## src/verilog/cfg_loader_defines.vh

```
// Overview of operation
// - Port 5 boost in bits 1:0, default zero
// - Ports 4,3,2 boost at 7:6,5:4,3:2
// - Boost code gives 0, 4, 8, 12 percent
// - Register-reset bit restores configuration defaults
// - Register-reset bit self-clears, reads zero
// - Attach signals host, write-protects configuration range
// - Attach write-once; hardware resets set it, nothing clears it
// - Status defaults: attach one, others zero
// - Load after bus, power, hardware, software reset
// - Read byte 0, proceed only on A5
// - Other signature means memory absent, skip load
// - No signature: use hardware default values
// - Power or hardware reset loads hub and Ethernet
// - Bus reset reloads only the MAC address
// - Software reset or reload: Ethernet bytes only
// - MAC from bytes 01h to 06h ascending
// - Full-speed polling interval from byte 07h
// - High-speed polling interval from byte 08h
// - Ethernet configuration flags from byte 09h
// - Second boost register from byte 33h
// - Status register from byte 39h on hub load
`ifndef CFG_LOADER_DEFINES_VH
`define CFG_LOADER_DEFINES_VH

// -----------------------------------------------------------------------------
// Register byte addresses on the Avalon-MM bus.
// -----------------------------------------------------------------------------
`define ADDR_BOOST5        8'h00
`define ADDR_PORTS_4_TO_2_DRIVE_BOOST       8'h04
`define ADDR_ATTACH_CTRL   8'h08
`define ADDR_LOAD_STATUS   8'h0C
`define ADDR_MAC_LO        8'h10
`define ADDR_MAC_HI        8'h14
`define ADDR_ETH_PARAMS    8'h18
`define PROTECT_LAST       8'hFE

// -----------------------------------------------------------------------------
// Field positions and reset values.
// -----------------------------------------------------------------------------
`define BOOST5_MASK        8'h03
`define PORTS_4_TO_2_DRIVE_BOOST_MASK       8'hFC
`define CTRL_ATTACH_BIT    0
`define CTRL_REGRST_BIT    1
`define BOOST_RESET        8'h00
`define CTRL_RESET         8'h01
`define MAC_DEFAULT        48'hFFFFFFFFFFFF
`define FS_POLL_DEFAULT    8'h01
`define HS_POLL_DEFAULT    8'h04
`define ETH_FLAGS_DEFAULT  8'h05
`define MAX_POWER_DEFAULT  8'h01

// -----------------------------------------------------------------------------
// Serial memory layout.
// -----------------------------------------------------------------------------
`define MEM_SIGNATURE      8'hA5
`define MEM_SIG_ADDR       8'h00
`define MEM_MAC_FIRST      8'h01
`define MEM_MAC_LAST       8'h06
`define MEM_FS_POLL        8'h07
`define MEM_HS_POLL        8'h08
`define MEM_ETH_FLAGS      8'h09
`define MEM_BOOST5         8'h32
`define MEM_PORTS_4_TO_2_DRIVE_BOOST        8'h33
`define MEM_ATTACH_CTRL    8'h39

// -----------------------------------------------------------------------------
// Load kinds.
// -----------------------------------------------------------------------------
`define LOAD_FULL          2'h0
`define LOAD_ETH           2'h1
`define LOAD_MAC           2'h2

`endif

```

## src/verilog/eeprom_config_autoload.v

```verilog
`timescale 1ns/1ps
`include "cfg_loader_defines.vh"

module eeprom_config_autoload (
  input  wire        mclk,
  input  wire        rst,
  input  wire        clk_en,
  input  wire        external_hw_reset_n,
  input  wire        usb_bus_reset,
  input  wire        software_reset,
  input  wire        reload_cmd,
  input  wire [7:0]  avs_address,
  input  wire        avs_read,
  input  wire        avs_write,
  input  wire [31:0] avs_writedata,
  output wire [31:0] avs_readdata,
  output wire        avs_waitrequest,
  output wire        mem_rd_req,
  output wire [7:0]  mem_addr,
  input  wire        mem_rd_valid,
  input  wire [7:0]  mem_rd_data,
  output wire [7:0]  port5_drive_boost,
  output wire [7:0]  ports_4_to_2_drive_boost,
  output wire [7:0]  attach_and_reset_control,
  output wire        usb_attach,
  output wire [4:0]  port5_drive_level,
  output wire [4:0]  port4_drive_level,
  output wire [4:0]  port3_drive_level,
  output wire [4:0]  port2_drive_level,
  output wire [47:0] mac_address,
  output wire [7:0]  fs_poll_interval,
  output wire [7:0]  hs_poll_interval,
  output wire [7:0]  eth_config_flags,
  output wire [7:0]  eth_max_power,
  output wire        config_ready,
  output wire        signature_valid
);

  localparam [2:0] ST_IDLE     = 3'h0;
  localparam [2:0] ST_SIG_REQ  = 3'h1;
  localparam [2:0] ST_SIG_WAIT = 3'h2;
  localparam [2:0] ST_BYTE_REQ = 3'h3;
  localparam [2:0] ST_BYTE_WAIT= 3'h4;

  reg  [7:0]  boost5_reg;
  reg  [7:0]  ports_4_to_2_drive_boost_reg;
  reg  [7:0]  ctrl_reg;
  reg  [47:0] mac_reg;
  reg  [7:0]  fs_poll_reg;
  reg  [7:0]  hs_poll_reg;
  reg  [7:0]  flags_reg;
  reg  [7:0]  max_power_reg;
  reg  [2:0]  state_reg;
  reg  [1:0]  kind_reg;
  reg  [7:0]  addr_reg;
  reg         req_reg;
  reg         ready_reg;
  reg         sig_ok_reg;
  reg         wait_reg;
  reg  [31:0] rdata_reg;
  wire [19:0] level_bus;
  reg  [1:0]  pend_kind_reg;
  reg         pend_reg;

  wire        hw_reset;
  wire        bus_ack;
  wire        bus_wr;
  wire        protect;
  wire        load_done_byte;
  wire [7:0]  next_addr;
  wire        last_byte;
  wire        sel_boost5;
  wire        sel_ports_4_to_2_drive_boost;
  wire        sel_ctrl;

  // -----------------------------------------------------------------------------
  // Register select decode.
  // -----------------------------------------------------------------------------
  assign sel_boost5  = (avs_address == `ADDR_BOOST5);
  assign sel_ports_4_to_2_drive_boost = (avs_address == `ADDR_PORTS_4_TO_2_DRIVE_BOOST);
  assign sel_ctrl    = (avs_address == `ADDR_ATTACH_CTRL);

  assign hw_reset = rst | ~external_hw_reset_n;
  assign bus_ack  = (avs_read | avs_write) & ~wait_reg;
  assign bus_wr   = avs_write & ~wait_reg;
  // -----------------------------------------------------------------------------
  // Write protection.
  // -----------------------------------------------------------------------------
  // attach write protect
  assign protect  = ctrl_reg[`CTRL_ATTACH_BIT] & (avs_address <= `PROTECT_LAST);
  assign load_done_byte = (state_reg == ST_BYTE_WAIT) & mem_rd_valid;

  // -----------------------------------------------------------------------------
  // Memory address sequencing.
  // -----------------------------------------------------------------------------
  // full load order
  assign next_addr = (addr_reg == `MEM_ETH_FLAGS) ? `MEM_BOOST5 :
                     (addr_reg == `MEM_PORTS_4_TO_2_DRIVE_BOOST)   ? `MEM_ATTACH_CTRL :
                     addr_reg + 8'h01;
  assign last_byte = ((kind_reg == `LOAD_MAC) && (addr_reg == `MEM_MAC_LAST)) ||
                     ((kind_reg == `LOAD_ETH) && (addr_reg == `MEM_ETH_FLAGS)) ||
                     (addr_reg == `MEM_ATTACH_CTRL);

  // -----------------------------------------------------------------------------
  // Loader state machine and trigger capture.
  // -----------------------------------------------------------------------------
  always @(posedge mclk) begin
    if (hw_reset) begin
      // load after power or hardware reset
      state_reg     <= ST_SIG_REQ;
      kind_reg      <= `LOAD_FULL;
      addr_reg      <= `MEM_SIG_ADDR;
      req_reg       <= 1'b0;
      ready_reg     <= 1'b0;
      sig_ok_reg    <= 1'b0;
      pend_reg      <= 1'b0;
      pend_kind_reg <= `LOAD_FULL;
    end else if (clk_en) begin
      if (software_reset | reload_cmd) begin
        pend_reg      <= 1'b1;
        pend_kind_reg <= `LOAD_ETH;
      end else if (usb_bus_reset && !(pend_reg && pend_kind_reg == `LOAD_ETH)) begin
        pend_reg      <= 1'b1;
        pend_kind_reg <= `LOAD_MAC;
      end
      case (state_reg)
        ST_IDLE: begin
          if (pend_reg && !(software_reset | reload_cmd | usb_bus_reset)) begin
            pend_reg  <= 1'b0;
            kind_reg  <= pend_kind_reg;
            ready_reg <= 1'b0;
            state_reg <= ST_SIG_REQ;
          end
        end
        ST_SIG_REQ: begin
          addr_reg  <= `MEM_SIG_ADDR;
          req_reg   <= 1'b1;
          state_reg <= ST_SIG_WAIT;
        end
        ST_SIG_WAIT: begin
          if (mem_rd_valid) begin
            req_reg <= 1'b0;
            if (mem_rd_data == `MEM_SIGNATURE) begin
              sig_ok_reg <= 1'b1;
              addr_reg   <= `MEM_MAC_FIRST;
              state_reg  <= ST_BYTE_REQ;
            end else begin
              sig_ok_reg <= 1'b0;
              ready_reg  <= 1'b1;
              state_reg  <= ST_IDLE;
            end
          end
        end
        ST_BYTE_REQ: begin
          req_reg   <= 1'b1;
          state_reg <= ST_BYTE_WAIT;
        end
        ST_BYTE_WAIT: begin
          if (mem_rd_valid) begin
            req_reg <= 1'b0;
            if (last_byte) begin
              ready_reg <= 1'b1;
              state_reg <= ST_IDLE;
            end else begin
              addr_reg  <= next_addr;
              state_reg <= ST_BYTE_REQ;
            end
          end
        end
        default: begin
          state_reg <= ST_IDLE;
          req_reg   <= 1'b0;
        end
      endcase
    end
  end

  // -----------------------------------------------------------------------------
  // Configuration registers.
  // -----------------------------------------------------------------------------
  always @(posedge mclk) begin
    if (hw_reset) begin
      boost5_reg    <= `BOOST_RESET;
      ports_4_to_2_drive_boost_reg   <= `BOOST_RESET;
      ctrl_reg      <= `CTRL_RESET;
      mac_reg       <= `MAC_DEFAULT;
      fs_poll_reg   <= `FS_POLL_DEFAULT;
      hs_poll_reg   <= `HS_POLL_DEFAULT;
      flags_reg     <= `ETH_FLAGS_DEFAULT;
      max_power_reg <= `MAX_POWER_DEFAULT;
    end else if (clk_en) begin
      if (ctrl_reg[`CTRL_REGRST_BIT]) begin
        boost5_reg    <= `BOOST_RESET;
        ports_4_to_2_drive_boost_reg   <= `BOOST_RESET;
        ctrl_reg      <= ctrl_reg & ~(8'h01 << `CTRL_REGRST_BIT);
        mac_reg       <= `MAC_DEFAULT;
        fs_poll_reg   <= `FS_POLL_DEFAULT;
        hs_poll_reg   <= `HS_POLL_DEFAULT;
        flags_reg     <= `ETH_FLAGS_DEFAULT;
        max_power_reg <= `MAX_POWER_DEFAULT;
      end else if (state_reg == ST_SIG_WAIT && mem_rd_valid &&
                   mem_rd_data != `MEM_SIGNATURE) begin
        mac_reg <= `MAC_DEFAULT;
        if (kind_reg != `LOAD_MAC) begin
          fs_poll_reg <= `FS_POLL_DEFAULT;
          hs_poll_reg <= `HS_POLL_DEFAULT;
          flags_reg   <= `ETH_FLAGS_DEFAULT;
        end
      end else if (load_done_byte) begin
        case (addr_reg)
          8'h01: mac_reg[47:40] <= mem_rd_data;
          8'h02: mac_reg[39:32] <= mem_rd_data;
          8'h03: mac_reg[31:24] <= mem_rd_data;
          8'h04: mac_reg[23:16] <= mem_rd_data;
          8'h05: mac_reg[15:8]  <= mem_rd_data;
          8'h06: mac_reg[7:0]   <= mem_rd_data;
          `MEM_FS_POLL: fs_poll_reg <= mem_rd_data;
          `MEM_HS_POLL: hs_poll_reg <= mem_rd_data;
          `MEM_ETH_FLAGS: flags_reg <= mem_rd_data;
          `MEM_BOOST5: boost5_reg <= mem_rd_data & `BOOST5_MASK;
          `MEM_PORTS_4_TO_2_DRIVE_BOOST: ports_4_to_2_drive_boost_reg <= mem_rd_data & `PORTS_4_TO_2_DRIVE_BOOST_MASK;
          `MEM_ATTACH_CTRL: ctrl_reg <= (mem_rd_data & 8'h01) | ctrl_reg;
          default: mac_reg <= mac_reg;
        endcase
      end else if (bus_wr) begin
        if (sel_boost5 && !protect) begin
          boost5_reg <= avs_writedata[7:0] & `BOOST5_MASK;
        end
        if (sel_ports_4_to_2_drive_boost && !protect) begin
          ports_4_to_2_drive_boost_reg <= avs_writedata[7:0] & `PORTS_4_TO_2_DRIVE_BOOST_MASK;
        end
        if (sel_ctrl) begin
          ctrl_reg <= ctrl_reg | (avs_writedata[7:0] & 8'h03);
        end
      end
    end
  end

  // -----------------------------------------------------------------------------
  // Avalon-MM slave: one wait cycle, then the answer.
  // -----------------------------------------------------------------------------
  always @(posedge mclk) begin
    if (rst) begin
      wait_reg  <= 1'b1;
      rdata_reg <= 32'h00000000;
    end else if (clk_en) begin
      if (bus_ack) begin
        wait_reg <= 1'b1;
      end else if (avs_read | avs_write) begin
        wait_reg <= 1'b0;
      end
      if (avs_read && wait_reg) begin
        case (avs_address)
          `ADDR_BOOST5:      rdata_reg <= {24'h000000, boost5_reg};
          `ADDR_PORTS_4_TO_2_DRIVE_BOOST:     rdata_reg <= {24'h000000, ports_4_to_2_drive_boost_reg};
          `ADDR_ATTACH_CTRL: rdata_reg <= {24'h000000, ctrl_reg};
          `ADDR_LOAD_STATUS: rdata_reg <= {30'h0000000, sig_ok_reg, ready_reg};
          `ADDR_MAC_LO:      rdata_reg <= mac_reg[31:0];
          `ADDR_MAC_HI:      rdata_reg <= {16'h0000, mac_reg[47:32]};
          `ADDR_ETH_PARAMS:  rdata_reg <= {max_power_reg, flags_reg, hs_poll_reg, fs_poll_reg};
          default:           rdata_reg <= 32'h00000000;
        endcase
      end
    end
  end

  // -----------------------------------------------------------------------------
  // Drive strength decode, one entry per port.
  // -----------------------------------------------------------------------------
  genvar i;
  generate
    for (i = 0; i < 4; i = i + 1) begin : g_level
      wire [1:0] code;
      reg  [4:0] lvl_reg;
      assign code = (i == 0) ? boost5_reg[1:0] : ports_4_to_2_drive_boost_reg[2*i+1:2*i];
      always @(posedge mclk) begin
        if (hw_reset) begin
          lvl_reg <= 5'h00;
        end else if (clk_en) begin
          lvl_reg <= {1'b0, code, 2'b00};
        end
      end
      assign level_bus[5*i+4:5*i] = lvl_reg;
    end
  endgenerate

  assign avs_readdata             = rdata_reg;
  assign avs_waitrequest          = wait_reg;
  assign mem_rd_req               = req_reg;
  assign mem_addr                 = addr_reg;
  assign port5_drive_boost        = boost5_reg;
  assign ports_4_to_2_drive_boost = ports_4_to_2_drive_boost_reg;
  assign attach_and_reset_control = ctrl_reg;
  assign usb_attach               = ctrl_reg[`CTRL_ATTACH_BIT];
  assign port5_drive_level        = level_bus[4:0];
  assign port4_drive_level        = level_bus[19:15];
  assign port3_drive_level        = level_bus[14:10];
  assign port2_drive_level        = level_bus[9:5];
  assign mac_address              = mac_reg;
  assign fs_poll_interval         = fs_poll_reg;
  assign hs_poll_interval         = hs_poll_reg;
  assign eth_config_flags         = flags_reg;
  assign eth_max_power            = max_power_reg;
  assign config_ready             = ready_reg;
  assign signature_valid          = sig_ok_reg;

endmodule

```

## config.mk

```make
export PLATFORM = sky130hd
export DESIGN_NAME = eeprom_config_autoload
export DESIGN_NICKNAME = d
export VERILOG_FILES = /design/src/verilog/eeprom_config_autoload.v
export VERILOG_INCLUDE_DIRS = /design/src /design/src/verilog
export SDC_FILE = /design/constraint.sdc
export NUM_CORES = 1
export LEC_CHECK = 0
export BUFFER_PORTS_ARGS = -buffer_cell sky130_fd_sc_hd__buf_2
export CORE_MARGIN = 4
export CORE_UTILIZATION = 50
export DETAILED_ROUTE_END_ITERATION = 16
export PLACE_DENSITY = 0.91
export SLEW_MARGIN = 10
export SYNTH_ARGS = -nofsm -noshare
export SYNTH_HDL_FRONTEND = slang
export SYNTH_SLANG_ARGS = --single-unit
```

## constraint.sdc

```tcl
create_clock -name mclk -period 6.15 [get_ports mclk]
set_input_delay 0.3075 -clock mclk [delete_from_list [all_inputs] [get_ports mclk]]
set_output_delay 0.3075 -clock mclk [all_outputs]
set_load 0.01 [all_outputs]
```

==> qor.yml <==
power:
  powerDensity_mw_per_mm2: 263
  ir_drop_v: 0.000118
  leakagePower_uw: 0.00305
  power_frac_seq: 0.448
  power.share.switching: 0.238
  pwr-share-clk: 0.500
  p_int_uw: 1580
  pwr-share-comb: 0.052
  power.switching_uw: 493
critical_path:
  arrival_ns: 3.24
  slowest_delay_ns: 0.70
  worstPathBufferInverterCount: 1
  cp_data_required_time_ns: 6.43
  startpoint_type: "register"
  cpLargestDelayFamily: "simple AND/OR/NAND/NOR gates"
  critical_path_class: "register to register"
  r2r_slack_ns: 3.19
  crit_path_end_kind: "register"
  cp_slowest_cell: "nor3b_1"
  cp_cell_sequence: "nor3b_1, o211ai_1, nand2b_1, nor2_1, buf_4, nand3_1, o21ai_1"
  worst-path-max-fanout: 15
die:
  row_count: 41
  die_y_um: 123
  io_pins: 227
  coreArea_sq_mm: 0.0128
  dieWidth_um: 123
  fp.dieArea_sq_mm: 0.0151
  start_util: 0.516
cells_and_area:
  fin_area_sq_mm: 0.00787
  layout-drive-gt1-share: 0.269
  post-route-util: 0.616
  syn_to_final_growth_pct: 19.3
  fin_nets: 941
  final_cells: 1063
  antenna_cells: 0
  largest_reg_flops: 48
timing:
  slew_viol_final: 0
  setup_ws_ns: 3.19
  relSlewSlack: 0.208
  clock_skew_ns: 0.00943
  rsz0062_at_grt: "no"
  fin_crit_sh: 0.482
  max_freq_mhz: 337
  hold_violations: 0
  tightest_slew_ns: 1.19
  period_minus_slack_ns: 2.96
  setup_violations: 0
  final.setup.tns_ns: 0
synth:
  ys_seq_elements: 142
  synth_top_area_frac: 0.431
  synth_top_family_by_area: "compound AO/OA/AOI/OAI gates"
  synth_compound_area_frac: 0.225
  yosys_warnings: 0
  netlist_instances: 742
  seq_area_frac_synth: 0.431
  synthesis.area_sq_mm: 0.00660
  synth-edff-count: 0
  synth_mux_area_frac: 0.0357
  synth_top_area_cell: "dfxtp_1"
  syn_avg_cell_area_sq_um: 8.89
  synthSimpleGateAreaFrac: 0.212
  ys_types: 65
  synth_adder_area_share: 0.00759
  async_flop_share: 0
  synthFlopType: "dfxtp_1"
  synth_area_leaders: "dfxtp_1 43%, a21oi_1 6.6%, nor3_1 4.1%"
  synth_xor_area_frac: 0.00266
grt:
  grt_pass1_wl_mm: 30.8
  grt_max_degree: 90
  groute.usage.overall: 0.263
  first_global_vias: 5844
  antenna_found_initial: 0
  overflow: 0
route:
  drcViolationCount: 0
  ant_nets: 0
  routedWlPerCell_um: 19.2
  vias_per_cell: 5.94
  drt_first_pass_iters: 7
  initialDrtViolationCount: 622
  wl_mm: 20.4
  vias: 6318
clock_network:
  postCtsSetupRepairBufs: 0
  cts_hold_buf: 0
  clk_latency_ns: 0.42
  root_buffer: "clkbuf_16"
  htreeDepth: 4
  cts_tree: "yes"
  cts_inserted_buffers: 17
  cts.sinks: 142
  clockBufferDepth: 2
  clk_pin_slew_ns: 0.06
  ctsResizeCount: 0
status:
  status: "completed"
placed_design:
  placedInstanceArea_sq_mm: 0.00728
  finalWeightedCongestion: 0.884
  hpwl_mm: 13.9
  dp_cells: 1032
  port_buffers: 168
  dp_worst_setup_slack_ns: 2.97
flow_run:
  cap_violations: 0
worst_hold_path:
  min_path_type: "input port to register"
-- metal layers --
metal / GRT usage / wire length, um
met1: 0.338 / 8180
met2: 0.414 / 9390
met3: 0.0631 / 2080
met4: 0.126 / 742
met5: 0 / 0
-- kinds of logic (layout without fill, tap and decap cells) --
logic type | count (synthesis) | in the layout
buffers and inverters | 93 | 210
adders and majority gates | 4 | 4
and+or+nand+nor | 261 | 261
xor gates and xnor gates | 2 | 2
AOI/OAI and AO/OA | 217 | 217
other | 2 | 34
DFF | 142 | 142
muxes | 21 | 21
-- cells in the final DEF, fill, tap and decap left out, types with 13 or more instances in the layout --
master / count
buf_2: 168
dfxtp_1: 142
a21oi_1: 87
nand2_1: 67
nor3_1: 54
nand3_1: 37
nor2_1: 36
conb_1: 34
o21ai_1: 29
o21ai_0: 22
mux2i_1: 19
a22o_1: 18
clkbuf_16: 17
nor3_2: 13
-- path summary, 6_finish.rpt --
check                                                   end             start  cells past startpoint
worst min register to register             avs_readdata[15]  avs_readdata[15]                      2
worst max register to register          eth_config_flags[5]      state_reg[1]                      7
worst max-delay path                    eth_config_flags[5]      state_reg[1]                      7
worst min-delay path            ports_4_to_2_drive_boost[5]  avs_writedata[5]                      3
-- tightest hold or removal path: stages --
cell and delay (ns):
buf_2 0.07, mux2i_1 0.05, o2bb2ai_1 0.11
-- through the flow --
step,hold slack (ns),power [uW]
2_1_floorplan,0.445,1030
3_3_place_gp,0.434,1050
3_5_place_dp,0.438,1050
4_1_cts,0.152,2070
5_1_grt,0.175,2120
6_report,0.160,2070
-- synth_stat cells, types with 5 or more instances --
cell,n
a21oi_1,87
a21oi_4,10
a22o_1,18
nor2_1,36
o21ai_1,29
buf_4,35
a22oi_1,10
dfxtp_1,142
nor3_2,13
buf_2,5
nor3_1,54
nor3b_1,6
nand2b_1,6
nand2_1,67
o21ai_0,22
a221oi_1,7
mux2i_1,19
nor2b_1,7
buf_6,10
o2bb2ai_1,6
nand3_1,37
clkbuf_1,33
and2_1,6
inv_1,7
-- power groups by stage --
stage	logic [uW]	registers, uW	clock network [uW]
3_3_place_gp	102	948	0
6_report	107	928	1030
3_5_place_dp	103	948	0
4_1_cts	104	928	1040
5_1_grt	115	928	1080
2_1_floorplan	83.4	946	0
-- cell type report --
| cell class | count | area [sq um] |
|---|---|---|
| clock buffer | 21 | 460 |
| multi-input combinational | 539 | 3320 |
| fill | 1091 | 4910 |
| clock inverter | 10 | 129 |
| sequential | 142 | 2840 |
| tap | 172 | 215 |
| timing repair buffer | 172 | 871 |
| inverter | 7 | 26.3 |
No activity file was read; power rests on OpenSTA's default activity.
